`src/iwc_pkg.sv`:
```
// Purpose: Shared constants and types for the interrupt and wake control block.
// Assumes: One 8-bit control register on the parallel register port.
// Notes:   Field positions follow the control register layout.
package iwc_pkg;

  // Register map and reset value.
  localparam logic [7:0] IWC_CTRL_ADDR  = 8'h2C;
  localparam logic [7:0] IWC_CTRL_RESET = 8'h00;
  localparam logic [7:0] IWC_READ_ZERO  = 8'h00;

  // Field positions inside the control register.
  localparam int IWC_HOLD_BIT  = 7;
  localparam int IWC_WAKE_MSB  = 6;
  localparam int IWC_WAKE_LSB  = 2;
  localparam int IWC_POL_BIT   = 1;
  localparam int IWC_DRIVE_BIT = 0;

  // Acceleration event functions: 0 vector magnitude, 1 freefall/motion,
  // 2 pulse, 3 orientation, 4 transient; index i maps to register bit i+2.
  localparam int IWC_FUNC_W = 5;
  localparam int IWC_MAG_W  = 2;
  localparam int IWC_RATE_W = 3;

  // Buffer gate state.
  typedef enum logic [0:0] {
    IWC_GATE_PASS = 1'b0,
    IWC_GATE_HELD = 1'b1
  } iwc_gate_t;

  // Pin level for a logical interrupt request under a given polarity.
  function automatic logic iwc_pin_level(input logic asserted, input logic active_high);
    iwc_pin_level = asserted ? active_high : ~active_high;
  endfunction : iwc_pin_level

endpackage : iwc_pkg

```
`src/iwc_irq_if.sv`:
```
// Purpose: Carries interrupt line requests and pin configuration to the pin driver.
// Assumes: All signals are synchronous to the block clock.
// Notes:   The control side drives, the pin driver only reads.
`timescale 1ns/1ps
interface iwc_irq_if;
  logic active_high; // Polarity select from the control register.
  logic open_drain;  // Drive type select from the control register.
  logic req_one;     // Logical request for the first interrupt line.
  logic req_two;     // Logical request for the second interrupt line.

  modport ctl (output active_high, output open_drain, output req_one, output req_two);
  modport drv (input active_high, input open_drain, input req_one, input req_two);
endinterface : iwc_irq_if

```
`src/iwc_irq_pin.sv`:
```
// Purpose: Registered drivers for the two interrupt output pins.
// Assumes: Requests arrive as active-high logical levels.
// Notes:   Output enable high means the pin is driven.
`timescale 1ns/1ps
module iwc_irq_pin (
  input  wire logic clk,         // Block clock.
  input  wire logic rstn,        // Asynchronous reset, active low.
  iwc_irq_if.drv    cfg,         // Requests and pin configuration.
  output logic      line_one_o,  // First interrupt line level.
  output logic      line_one_oe, // First interrupt line drive enable.
  output logic      line_two_o,  // Second interrupt line level.
  output logic      line_two_oe  // Second interrupt line drive enable.
);
  import iwc_pkg::*;

  // Levels follow the polarity bit; the default is active low.
  always_ff @(posedge clk or negedge rstn) begin
    if (!rstn) begin
      line_one_o <= 1'b1;
      line_two_o <= 1'b1;
    end else begin
      line_one_o <= iwc_pin_level(cfg.req_one, cfg.active_high);
      line_two_o <= iwc_pin_level(cfg.req_two, cfg.active_high);
    end
  end

  // Open drain drives only while asserted so several sources can share a wire.
  always_ff @(posedge clk or negedge rstn) begin
    if (!rstn) begin
      line_one_oe <= 1'b1;
      line_two_oe <= 1'b1;
    end else begin
      line_one_oe <= ~cfg.open_drain | cfg.req_one;
      line_two_oe <= ~cfg.open_drain | cfg.req_two;
    end
  end
endmodule : iwc_irq_pin

```
`src/iwc_ctrl.sv`:
```
// Purpose: Interrupt and wake control register with buffer gating on mode change.
// Assumes: Inputs are synchronous to clk; the buffer reports empty as a level.
// Notes:   Buffer gate, sleep wake enables and interrupt pin setup.
// Operation
// - Hold bit clear: flush the sample buffer on every sleep/wake change.
// - Hold bit set: keep buffer across change, drop samples until emptied.
// - While held, a sample arriving before emptying raises the overrun flag.
// - Overrun flag stays while buffer unemptied, clears once emptied.
// - Bit 6 keeps transient detection running and waking in sleep.
// - Bit 5 keeps orientation detection running and waking in sleep.
// - Bit 4 keeps pulse detection running and waking in sleep.
// - Bit 3 keeps freefall/motion detection running and waking in sleep.
// - Bit 2 keeps vector-magnitude detection running and waking in sleep.
// - Bit 1 picks interrupt line polarity: 0 active low, 1 active high.
// - Bit 0 picks interrupt drive: 0 push-pull, 1 open drain.
// - Flush the sample buffer when the output sample rate changes, except in the cycle of a mode change with the hold bit set.
// - Control register at 0x2C holds eight read/write bits, reset zero.
// - Magnetic wake enables come from separate registers, not this one.
// - With auto-sleep on, each sleep/wake change clears debounce counters.
`timescale 1ns/1ps
module iwc_ctrl (
  input  wire logic                          clk,             // Block clock, 20 MHz.
  input  wire logic                          rstn,            // Asynchronous reset, active low.
  input  wire logic [7:0]                    reg_addr,        // Register address.
  input  wire logic [7:0]                    reg_wdata,       // Register write data.
  input  wire logic                          reg_wr,          // Write strobe, one cycle.
  input  wire logic                          reg_rd,          // Read strobe, one cycle.
  output logic      [7:0]                    reg_rdata,       // Read data, held until next read.
  input  wire logic                          sys_wake,        // System mode: 1 wake, 0 sleep.
  input  wire logic                          auto_sleep_en,   // Auto-sleep enable.
  input  wire logic [iwc_pkg::IWC_RATE_W-1:0] output_sample_rate, // System sample rate code.
  input  wire logic                          sample_in,       // New sample offered, pulse.
  input  wire logic                          buf_empty,       // Sample buffer is empty.
  input  wire logic [iwc_pkg::IWC_FUNC_W-1:0] acc_event,      // Acceleration event flags.
  input  wire logic [iwc_pkg::IWC_MAG_W-1:0]  mag_event,      // Magnetic event flags.
  input  wire logic [iwc_pkg::IWC_MAG_W-1:0]  mag_wake_en,    // Magnetic wake enables.
  input  wire logic                          irq_one_req,     // Request for line one.
  input  wire logic                          irq_two_req,     // Request for line two.
  output logic                               buf_flush,       // Flush the buffer, pulse.
  output logic                               sample_push,     // Write sample to buffer, pulse.
  output logic                               hold_overrun,    // Overrun flag for mode register.
  output logic                               debounce_clr,    // Clear debounce counters, pulse.
  output logic      [iwc_pkg::IWC_FUNC_W-1:0] func_active,    // Event functions allowed to run.
  output logic                               wake_req,        // Wake the system, pulse.
  output logic                               irq_line_one_o,  // Line one level.
  output logic                               irq_line_one_oe, // Line one drive enable.
  output logic                               irq_line_two_o,  // Line two level.
  output logic                               irq_line_two_oe  // Line two drive enable.
);
  import iwc_pkg::*;

  logic [7:0]            interrupt_wake_control_r;
  logic                  wake_q_r;
  logic [IWC_RATE_W-1:0] rate_q_r;
  logic                  primed_r;
  iwc_gate_t             gate_r;
  iwc_gate_t             gate_nxt;
  logic                  hold_en;
  logic                  mode_chg;
  logic                  rate_chg;
  logic                  hold_start;
  logic                  held_now;
  logic [IWC_FUNC_W-1:0] sleep_keep;
  logic                  ctrl_hit;

  assign ctrl_hit   = (reg_addr == IWC_CTRL_ADDR);
  assign hold_en    = interrupt_wake_control_r[IWC_HOLD_BIT];
  assign sleep_keep = interrupt_wake_control_r[IWC_WAKE_MSB:IWC_WAKE_LSB];

  // Control register: all eight bits writable, cleared by reset.
  always_ff @(posedge clk or negedge rstn) begin
    if (!rstn) begin
      interrupt_wake_control_r <= IWC_CTRL_RESET;
    end else if (reg_wr && ctrl_hit) begin
      interrupt_wake_control_r <= reg_wdata;
    end
  end

  // Read port; any other address reads as zero.
  always_ff @(posedge clk or negedge rstn) begin
    if (!rstn) begin
      reg_rdata <= IWC_READ_ZERO;
    end else if (reg_rd) begin
      reg_rdata <= ctrl_hit ? interrupt_wake_control_r : IWC_READ_ZERO;
    end
  end

  // Previous mode and rate. The first cycle after reset only captures, so
  // an input that differs from a reset constant is not seen as a change.
  always_ff @(posedge clk or negedge rstn) begin
    if (!rstn) begin
      wake_q_r <= 1'b0;
      rate_q_r <= '0;
      primed_r <= 1'b0;
    end else begin
      wake_q_r <= sys_wake;
      rate_q_r <= output_sample_rate;
      primed_r <= 1'b1;
    end
  end

  assign mode_chg   = primed_r && (sys_wake != wake_q_r);
  assign rate_chg   = primed_r && (output_sample_rate != rate_q_r);
  // An empty buffer has nothing to preserve, so the gate is not closed.
  assign hold_start = mode_chg && hold_en && !buf_empty;
  // The gate acts from the transition cycle itself, not one cycle later.
  assign held_now   = (gate_r == IWC_GATE_HELD) || hold_start;

  // Gate state: closes on a held transition, opens once the host empties it.
  always_comb begin
    gate_nxt = gate_r;
    unique case (gate_r)
      IWC_GATE_PASS: begin
        if (hold_start) begin
          gate_nxt = IWC_GATE_HELD;
        end
      end
      IWC_GATE_HELD: begin
        if (buf_empty) begin
          gate_nxt = IWC_GATE_PASS;
        end
      end
    endcase
  end

  always_ff @(posedge clk or negedge rstn) begin
    if (!rstn) begin
      gate_r <= IWC_GATE_PASS;
    end else begin
      gate_r <= gate_nxt;
    end
  end

  // Flush on a plain mode change or a rate change. A rate change that comes
  // with a held mode change does not flush, or holding would be pointless.
  always_ff @(posedge clk or negedge rstn) begin
    if (!rstn) begin
      buf_flush <= 1'b0;
    end else begin
      buf_flush <= (mode_chg && !hold_en)
                || (rate_chg && !(mode_chg && hold_en));
    end
  end

  // Samples pass to the buffer unless the gate holds it.
  always_ff @(posedge clk or negedge rstn) begin
    if (!rstn) begin
      sample_push <= 1'b0;
    end else begin
      sample_push <= sample_in && !held_now;
    end
  end

  // Overrun flag: set by a sample while held, cleared by an empty buffer.
  // The set term needs a non-empty buffer, so set and clear never collide.
  always_ff @(posedge clk or negedge rstn) begin
    if (!rstn) begin
      hold_overrun <= 1'b0;
    end else if (held_now && sample_in && !buf_empty) begin
      hold_overrun <= 1'b1;
    end else if (buf_empty) begin
      hold_overrun <= 1'b0;
    end
  end

  // Debounce counters restart on each transition under auto-sleep only.
  always_ff @(posedge clk or negedge rstn) begin
    if (!rstn) begin
      debounce_clr <= 1'b0;
    end else begin
      debounce_clr <= auto_sleep_en && mode_chg;
    end
  end

  // In wake every function runs; in sleep only those kept by their bit.
  always_ff @(posedge clk or negedge rstn) begin
    if (!rstn) begin
      func_active <= '1;
    end else begin
      func_active <= sys_wake ? '1 : sleep_keep;
    end
  end

  // Wake request from kept acceleration functions or enabled magnetic ones;
  // the magnetic enables live in other registers and arrive as inputs.
  always_ff @(posedge clk or negedge rstn) begin
    if (!rstn) begin
      wake_req <= 1'b0;
    end else begin
      wake_req <= !sys_wake && ((|(acc_event & sleep_keep))
                             || (|(mag_event & mag_wake_en)));
    end
  end

  // Pin configuration and requests travel to the registered pin driver.
  iwc_irq_if irq_bus ();
  assign irq_bus.active_high = interrupt_wake_control_r[IWC_POL_BIT];
  assign irq_bus.open_drain  = interrupt_wake_control_r[IWC_DRIVE_BIT];
  assign irq_bus.req_one     = irq_one_req;
  assign irq_bus.req_two     = irq_two_req;

  iwc_irq_pin u_pin (
    .clk         (clk),
    .rstn        (rstn),
    .cfg         (irq_bus),
    .line_one_o  (irq_line_one_o),
    .line_one_oe (irq_line_one_oe),
    .line_two_o  (irq_line_two_o),
    .line_two_oe (irq_line_two_oe)
  );
endmodule : iwc_ctrl

```
`config.mk`:
```
export PLATFORM = sky130hd
export DESIGN_NAME = iwc_ctrl
export DESIGN_NICKNAME = d
export VERILOG_FILES = /design/src/iwc_pkg.sv /design/src/iwc_irq_if.sv /design/src/iwc_irq_pin.sv /design/src/iwc_ctrl.sv
export SDC_FILE = /design/constraint.sdc
export NUM_CORES = 1
export LEC_CHECK = 0
export ABC_AREA = 1
export BUFFER_PORTS_ARGS = -buffer_cell sky130_fd_sc_hd__buf_2
export CAP_MARGIN = 20
export CORE_ASPECT_RATIO = 0.5
export CORE_MARGIN = 4
export CORE_UTILIZATION = 50
export DETAILED_ROUTE_END_ITERATION = 7
export HOLD_SLACK_MARGIN = 0.08
export PLACE_DENSITY = 0.83
export REMOVE_ABC_BUFFERS = 1
export SKIP_CTS_REPAIR_TIMING = 1
export SLEW_MARGIN = 20
export SYNTH_ARGS = -nofsm -noshare
export SYNTH_HDL_FRONTEND = slang
export SYNTH_SLANG_ARGS = --single-unit
```
`constraint.sdc`:
```
create_clock -name clk -period 2.1 [get_ports clk]
set_clock_uncertainty 0.05 [all_clocks]
set_input_delay 0.105 -clock clk [delete_from_list [all_inputs] [get_ports clk]]
set_output_delay 0.105 -clock clk [all_outputs]
set_load 0.01 [all_outputs]
```
==> impl_metrics.ini, run 1 <==
[floorplan]
core_area_um2 = 2670
start_util = 0.541
row_count = 13
dieArea_um2 = 3860
die_h_um = 46
die_x_um = 84.0
io_pins = 60

[sta]
fin_ws_ns = 0.640
setup_viol = 0
hold_viol = 0
fmax_mhz = 685
max_slew.worst_pin.slew_ns = 0.759
hold_ws_ns = 0.160
finalSetupTns_ns = 0
rsz0062_at_grt = no
finalMaxSlewViolations = 0
max_slew_margin = 0.494
min_period_ns = 1.46
period_share = 0.695

[clock_tree]
h-tree-depth = 2
cts_tree = done
cts_buffer_depth = 2
clk_latency_ns = 0.29
cts.sinks = 36
cts_root_buf = clkbuf_8
clkTransAtPathRegs_ns = 0.07
cts_buffers = 5

[drt]
drt_iter0_drc = 79
drt-total-wl_mm = 3.44
dr.pass1.iters = 4
via_per_inst = 4.77
post_drt_wl_per_cell_um = 13.1
post-route-drc-count = 0
dr_total_vias = 1251
ant_nets = 0

[synth]
synthTopCellsByCount = nand2_1 (51), dfrtp_1 (27), inv_1 (14), dfstp_2 (9), o22ai_1 (8)
synthesis.area_um2 = 1440
synthMuxAreaShare = 0
synthCells = 140
synth_fa_ha_area_frac = 0
async_flop_share = 1.00
synthTopCellsByArea = dfrtp_1 (47%), dfstp_2 (16%), nand2_1 (13%)
syn_area_per_cell_um2 = 10.3
synthSimpleGateAreaFrac = 0.221
synth_xor_area_frac = 0.0303
synth_most_common_cell = nand2_1
yosys_register_bits = 36
synth_compound_area_frac = 0.0615
synth_top_area_frac = 0.468
ys.flop_type = dfrtp_1
synth_top_area_cell = dfrtp_1
synth_cell_type_count = 24
synth_top_family_by_area = simple AND/OR/NAND/NOR gates
yosysWarningCount = 0
synth_edf_count = 0
ys_seq_area_frac = 0.632

[layout]
areaGrowthSynthToFinish_pct = 43.2
multi_input_area_um2 = 455
drive_above_1_share = 0.400
seq_area_um2 = 912
fin_nets = 262
num_antenna_cells = 0
fillers = 181
stdcell_area_um2 = 2070
stdcell_count = 262
fin_util = 0.775

[placed_design]
dp_cells = 234
gp_routability_congestion = 0.774
dp_slack_ns = 1.07
dpl_cell_area_um2 = 1770
portBuffers = 59
place_hpwl_mm = 2.24

[grt]
grt_start_max_net_pins = 37
grt_pass1_wl_mm = 5.04
antenna_found_initial = 0
track_usage = 0.171
overflow = 0
grt_pass1_vias = 1168

[worst_setup_path]
worstPathMaxFanout = 4
ff2ff_path_depth = 5
critPathLaunch = interrupt_wake_control_r[5]
crit_type = reg2reg
r2r_start = interrupt_wake_control_r[5]
cp-start-kind = flip-flop
r2r_end = wake_req
cp.arrival_ns = 1.58
r2r_slack_ns = 0.64
worstSetupEndpointType = flip-flop
critPathRequiredTime_ns = 2.22

[pwr]
ir_worst_vdd_mv = 0.408
seqPwrFrac = 0.527
powerDensity_nw_per_um2 = 681
p_int_mw = 1.07
p_clk_frac = 0.362
leakagePower_nw = 1.08
switchingPower_mw = 0.338
finalPower_mw = 1.41
sw_frac_of_total = 0.240
p_comb_frac = 0.111

[worst_hold_path]
hold_path_depth = 3
hold_end = reg_rdata[7]
hp-start = reg_rd
hp-class = in2reg

[run_status]
status = complete, no violations

[run]
drv_cap = 0
## cells by family (layout without fill, tap and decap cells)
group           after synthesis  in the layout
compound gates               14             14
simple gates                 66             66
buf+inv                      18            103
flops                        36             36
other cells                   1              1
xor+xnor                      5              5
## critical path, cell delays in order (launching register included)
cell and delay [ns]:
dfrtp_1 0.43, nand2_1 0.07, nand2_1 0.05, a21oi_1 0.11, a31oi_1 0.08, dlygate4sd3_1 0.55
## layer usage
metal | wire length, µm | track usage | vias up | part of all wire
met1 | 1380 | 0.203 | 599 | 0.40
met5 | 0 | 0 | - | 0
li1 | - | - | 605 | -
met3 | 224 | 0.0505 | 6 | 0.065
met4 | 51 | 0.0577 | 0 | 0.015
met2 | 1780 | 0.310 | 41 | 0.52
## power groups by stage
| stage | sequential (mW) | clock [mW] | combinational [mW] |
|---|---|---|---|
| floorplan | 0.760 | 0 | 0.0411 |
| global placement | 0.754 | 0 | 0.124 |
| detailed placement | 0.755 | 0 | 0.127 |
| CTS | 0.742 | 0.511 | 0.128 |
| global route | 0.745 | 0.547 | 0.174 |
| finish | 0.742 | 0.509 | 0.156 |
## flip-flops by register name, summed over array words and instances, names as in the netlist, 3 cells and up
register,flops
interrupt_wake_control_r,8
reg_rdata,8
func_active,5
rate_q_r,3
## layout make-up
class | count | area share
flip-flops and latches | 36 | 0.441
clock inverters | 2 | 0.00484
inverters | 16 | 0.0315
repair buffers | 79 | 0.240
multi-input cells | 86 | 0.220
well taps | 37 | 0.0224
clock buffers | 6 | 0.0400
## how the worst max path moves through the flow
stage	end	cells after the start	slack [ns]
5_1_grt	wake_req	5	0.59
4_1_cts	func_active[3]	1	1.01
3_3_place_gp	hold_overrun	6	1.10
6_report	wake_req	5	0.64
2_1_floorplan	hold_overrun	6	1.15
3_5_place_dp	hold_overrun	6	1.07
## cell usage in the layout, fill, tap and decap left out
cell | synthesis | final
dfrtp_1 | 27 | 27
nor3_4 | 2 | 2
buf_2 | 0 | 59
o22ai_1 | 8 | 8
clkinv_4 | 1 | 1
dfstp_2 | 9 | 9
a21oi_1 | 2 | 2
a31oi_1 | 2 | 2
nand2_2 | 2 | 2
a21boi_0 | 1 | 1
inv_2 | 1 | 1
conb_1 | 1 | 1
xor2_1 | 2 | 2
nand3_1 | 1 | 1
clkbuf_8 | 0 | 6
clkinv_2 | 0 | 2
nand2_1 | 51 | 51
xnor2_1 | 3 | 3
and3b_1 | 1 | 1
dlygate4sd3_1 | 0 | 20
nor2_1 | 2 | 2
or2_2 | 5 | 5
nand3_4 | 1 | 1
a21oi_2 | 1 | 1
nand4_2 | 1 | 1
inv_1 | 14 | 14
Power figures use the tool's default switching activity.
==> inputs of run 2 (changes only) <==
CORE_UTILIZATION = 47   (was 50)
PLACE_DENSITY = 0.79   (was 0.83)
clock period = 1.4 ns   (was 2.1 ns; I/O delays follow)
==> run 2 against run 1 <==
Against the previous run:
- flip-flop and latch count did not move
- non-clock buffer count rose by 1
- final cell count rose by 0.38%
- sequential power rose by 50%
- first-iteration DRC count fell by 71%
- critical path type is now in2reg
- critical endpoint is now hold_overrun
- highest routed layer unchanged
==> impl_metrics.ini, run 2 (synthesized netlist as in run 1, its figures left out) <==
[run_status]
status = complete, no violations

[worst_setup_path]
crit_chain = dlygate4sd3_1, buf_2, nand2_1, nand4_2, nand2_1, nand3_1, nand2_1, nand2_1
cp.arrival_ns = 1.33
worstPathMaxFanout = 9
crit_top_cell = nand2_1
cp_slowest_stage_delay_ns = 0.54
cp-start-kind = input pin
worstSetupEndpointType = flip-flop
slowest_stage = dlygate4sd3_1
critPathRequiredTime_ns = 1.53
crit_type = in2reg

[worst_hold_path]
hp-class = in2reg

[layout]
layout_common_cells = buf_2 (59), nand2_1 (51), dfrtp_1 (27)
areaGrowthSynthToFinish_pct = 44.7
seq_area_um2 = 912
multi_input_area_um2 = 455
stdcell_area_um2 = 2090
num_antenna_cells = 0
fillers = 193
final_common_cell = buf_2
fin_nets = 263
reg.largest.list = interrupt_wake_control_r x8, reg_rdata x8, func_active x5
drive_above_1_share = 0.398

[clock_tree]
cts.sinks = 36
cts_buffers = 5
clkTransAtPathRegs_ns = 0.07
cts_root_buf = clkbuf_8
cts_buffer_depth = 2
h-tree-depth = 2
cts_tree = done
clk_latency_ns = 0.28

[grt]
grt_pass1_vias = 1098
grt_pass1_wl_mm = 4.93
track_usage = 0.167
grt_start_max_net_pins = 37
overflow = 0
antenna_found_initial = 0

[sta]
finalSetupTns_ns = 0
period_share = 0.854
setup_viol = 0
fmax_mhz = 837
hold_viol = 0
min_period_ns = 1.20
rsz0062_at_grt = no
finalMaxSlewViolations = 0

[pwr]
switchingPower_mw = 0.487
leakagePower_nw = 1.09
p_int_mw = 1.74
sw_frac_of_total = 0.219
powerDensity_nw_per_um2 = 1070
seqPwrFrac = 0.499
p_comb_frac = 0.106
p_clk_frac = 0.396
ir_worst_vdd_mv = 0.633

[drt]
drt_iter0_drc = 23
ant_nets = 0
drt-total-wl_mm = 3.31
dr_total_vias = 1199
dr.pass1.iters = 4
post_drt_wl_per_cell_um = 12.6
post-route-drc-count = 0
via_per_inst = 4.56

[run]
drv_cap = 0

[floorplan]
row_count = 13
core_area_um2 = 2770
start_util = 0.522
die_x_um = 86.4
io_pins = 60
dieArea_um2 = 4080
die_h_um = 47.2

[placed_design]
gp_routability_congestion = 0.704
place_hpwl_mm = 2.23
portBuffers = 59
dpl_cell_area_um2 = 1780
## run 2: changes by cell type in the layout (fill, tap and decap cells not counted)
cell | before | now
buf_4 | 0 | 1
bufinv_16 | 0 | 1
clkbuf_1 | 0 | 1
clkbuf_8 | 6 | 5
clkinv_2 | 2 | 1
## run 2: critical path, delay by kind of cell
kind | cells | cell delay [ns]
buf+inv | 2 | 0.72
simple gates | 6 | 0.54
## run 2: through the flow
| stage | power (mW) | worst slack [ns] | std cells | util | hold slack (ns) |
|---|---|---|---|---|---|
| 5_1_grt | 2.33 | 0.139 | 263 | 0.756 | 0.110 |
| 6_report | 2.23 | 0.205 | 263 | 0.756 | 0.0682 |
| 2_1_floorplan | 1.20 | 0.445 | 138 | - | -0.276 |
| 3_5_place_dp | 1.32 | 0.360 | 235 | 0.644 | 0.0772 |
| 4_1_cts | 2.21 | 0.344 | 243 | 0.683 | -0.232 |
| 3_3_place_gp | 1.32 | 0.422 | 235 | 0.644 | 0.0744 |
## run 2: layer usage
metal	global-route usage	wire, µm	up-vias
met3	0.0613	160	5
met4	0.0621	49	0
li1	-	-	605
met1	0.181	1380	562
met5	0	0	-
met2	0.312	1720	27
## run 2: final timing paths
| path | cells past startpoint | endpoint | slack (ns) | startpoint |
|---|---|---|---|---|
| max | 8 | hold_overrun | 0.20 | sys_wake |
| min | 3 | wake_req | 0.07 | acc_event[1] |
| max reg2reg | 6 | hold_overrun | 0.35 | wake_q_r |
| min reg2reg | 1 | u_pin.line_one_oe | 0.45 | interrupt_wake_control_r[0] |
| max in group asynchronous | 3 | u_pin.line_one_oe | 0.66 | rstn |
| min in group asynchronous | 3 | interrupt_wake_control_r[5] | 0.29 | rstn |
## run 2: layout make-up
| cell class | instances | share of cell area |
|---|---|---|
| multi-input combinational | 86 | 0.218 |
| inverter | 16 | 0.0311 |
| sequential | 36 | 0.437 |
| clock buffer | 6 | 0.0347 |
| timing repair buffer | 80 | 0.241 |
| clock inverter | 2 | 0.0168 |
| tap | 37 | 0.0222 |
## run 2: power by group through the flow
stage	Clock (mW)	Sequential, mW	Combinational (mW)
floorplan	0	1.14	0.0617
detailed placement	0	1.13	0.194
finish	0.882	1.11	0.235
global placement	0	1.13	0.187
global route	0.956	1.12	0.262
CTS	0.909	1.11	0.195
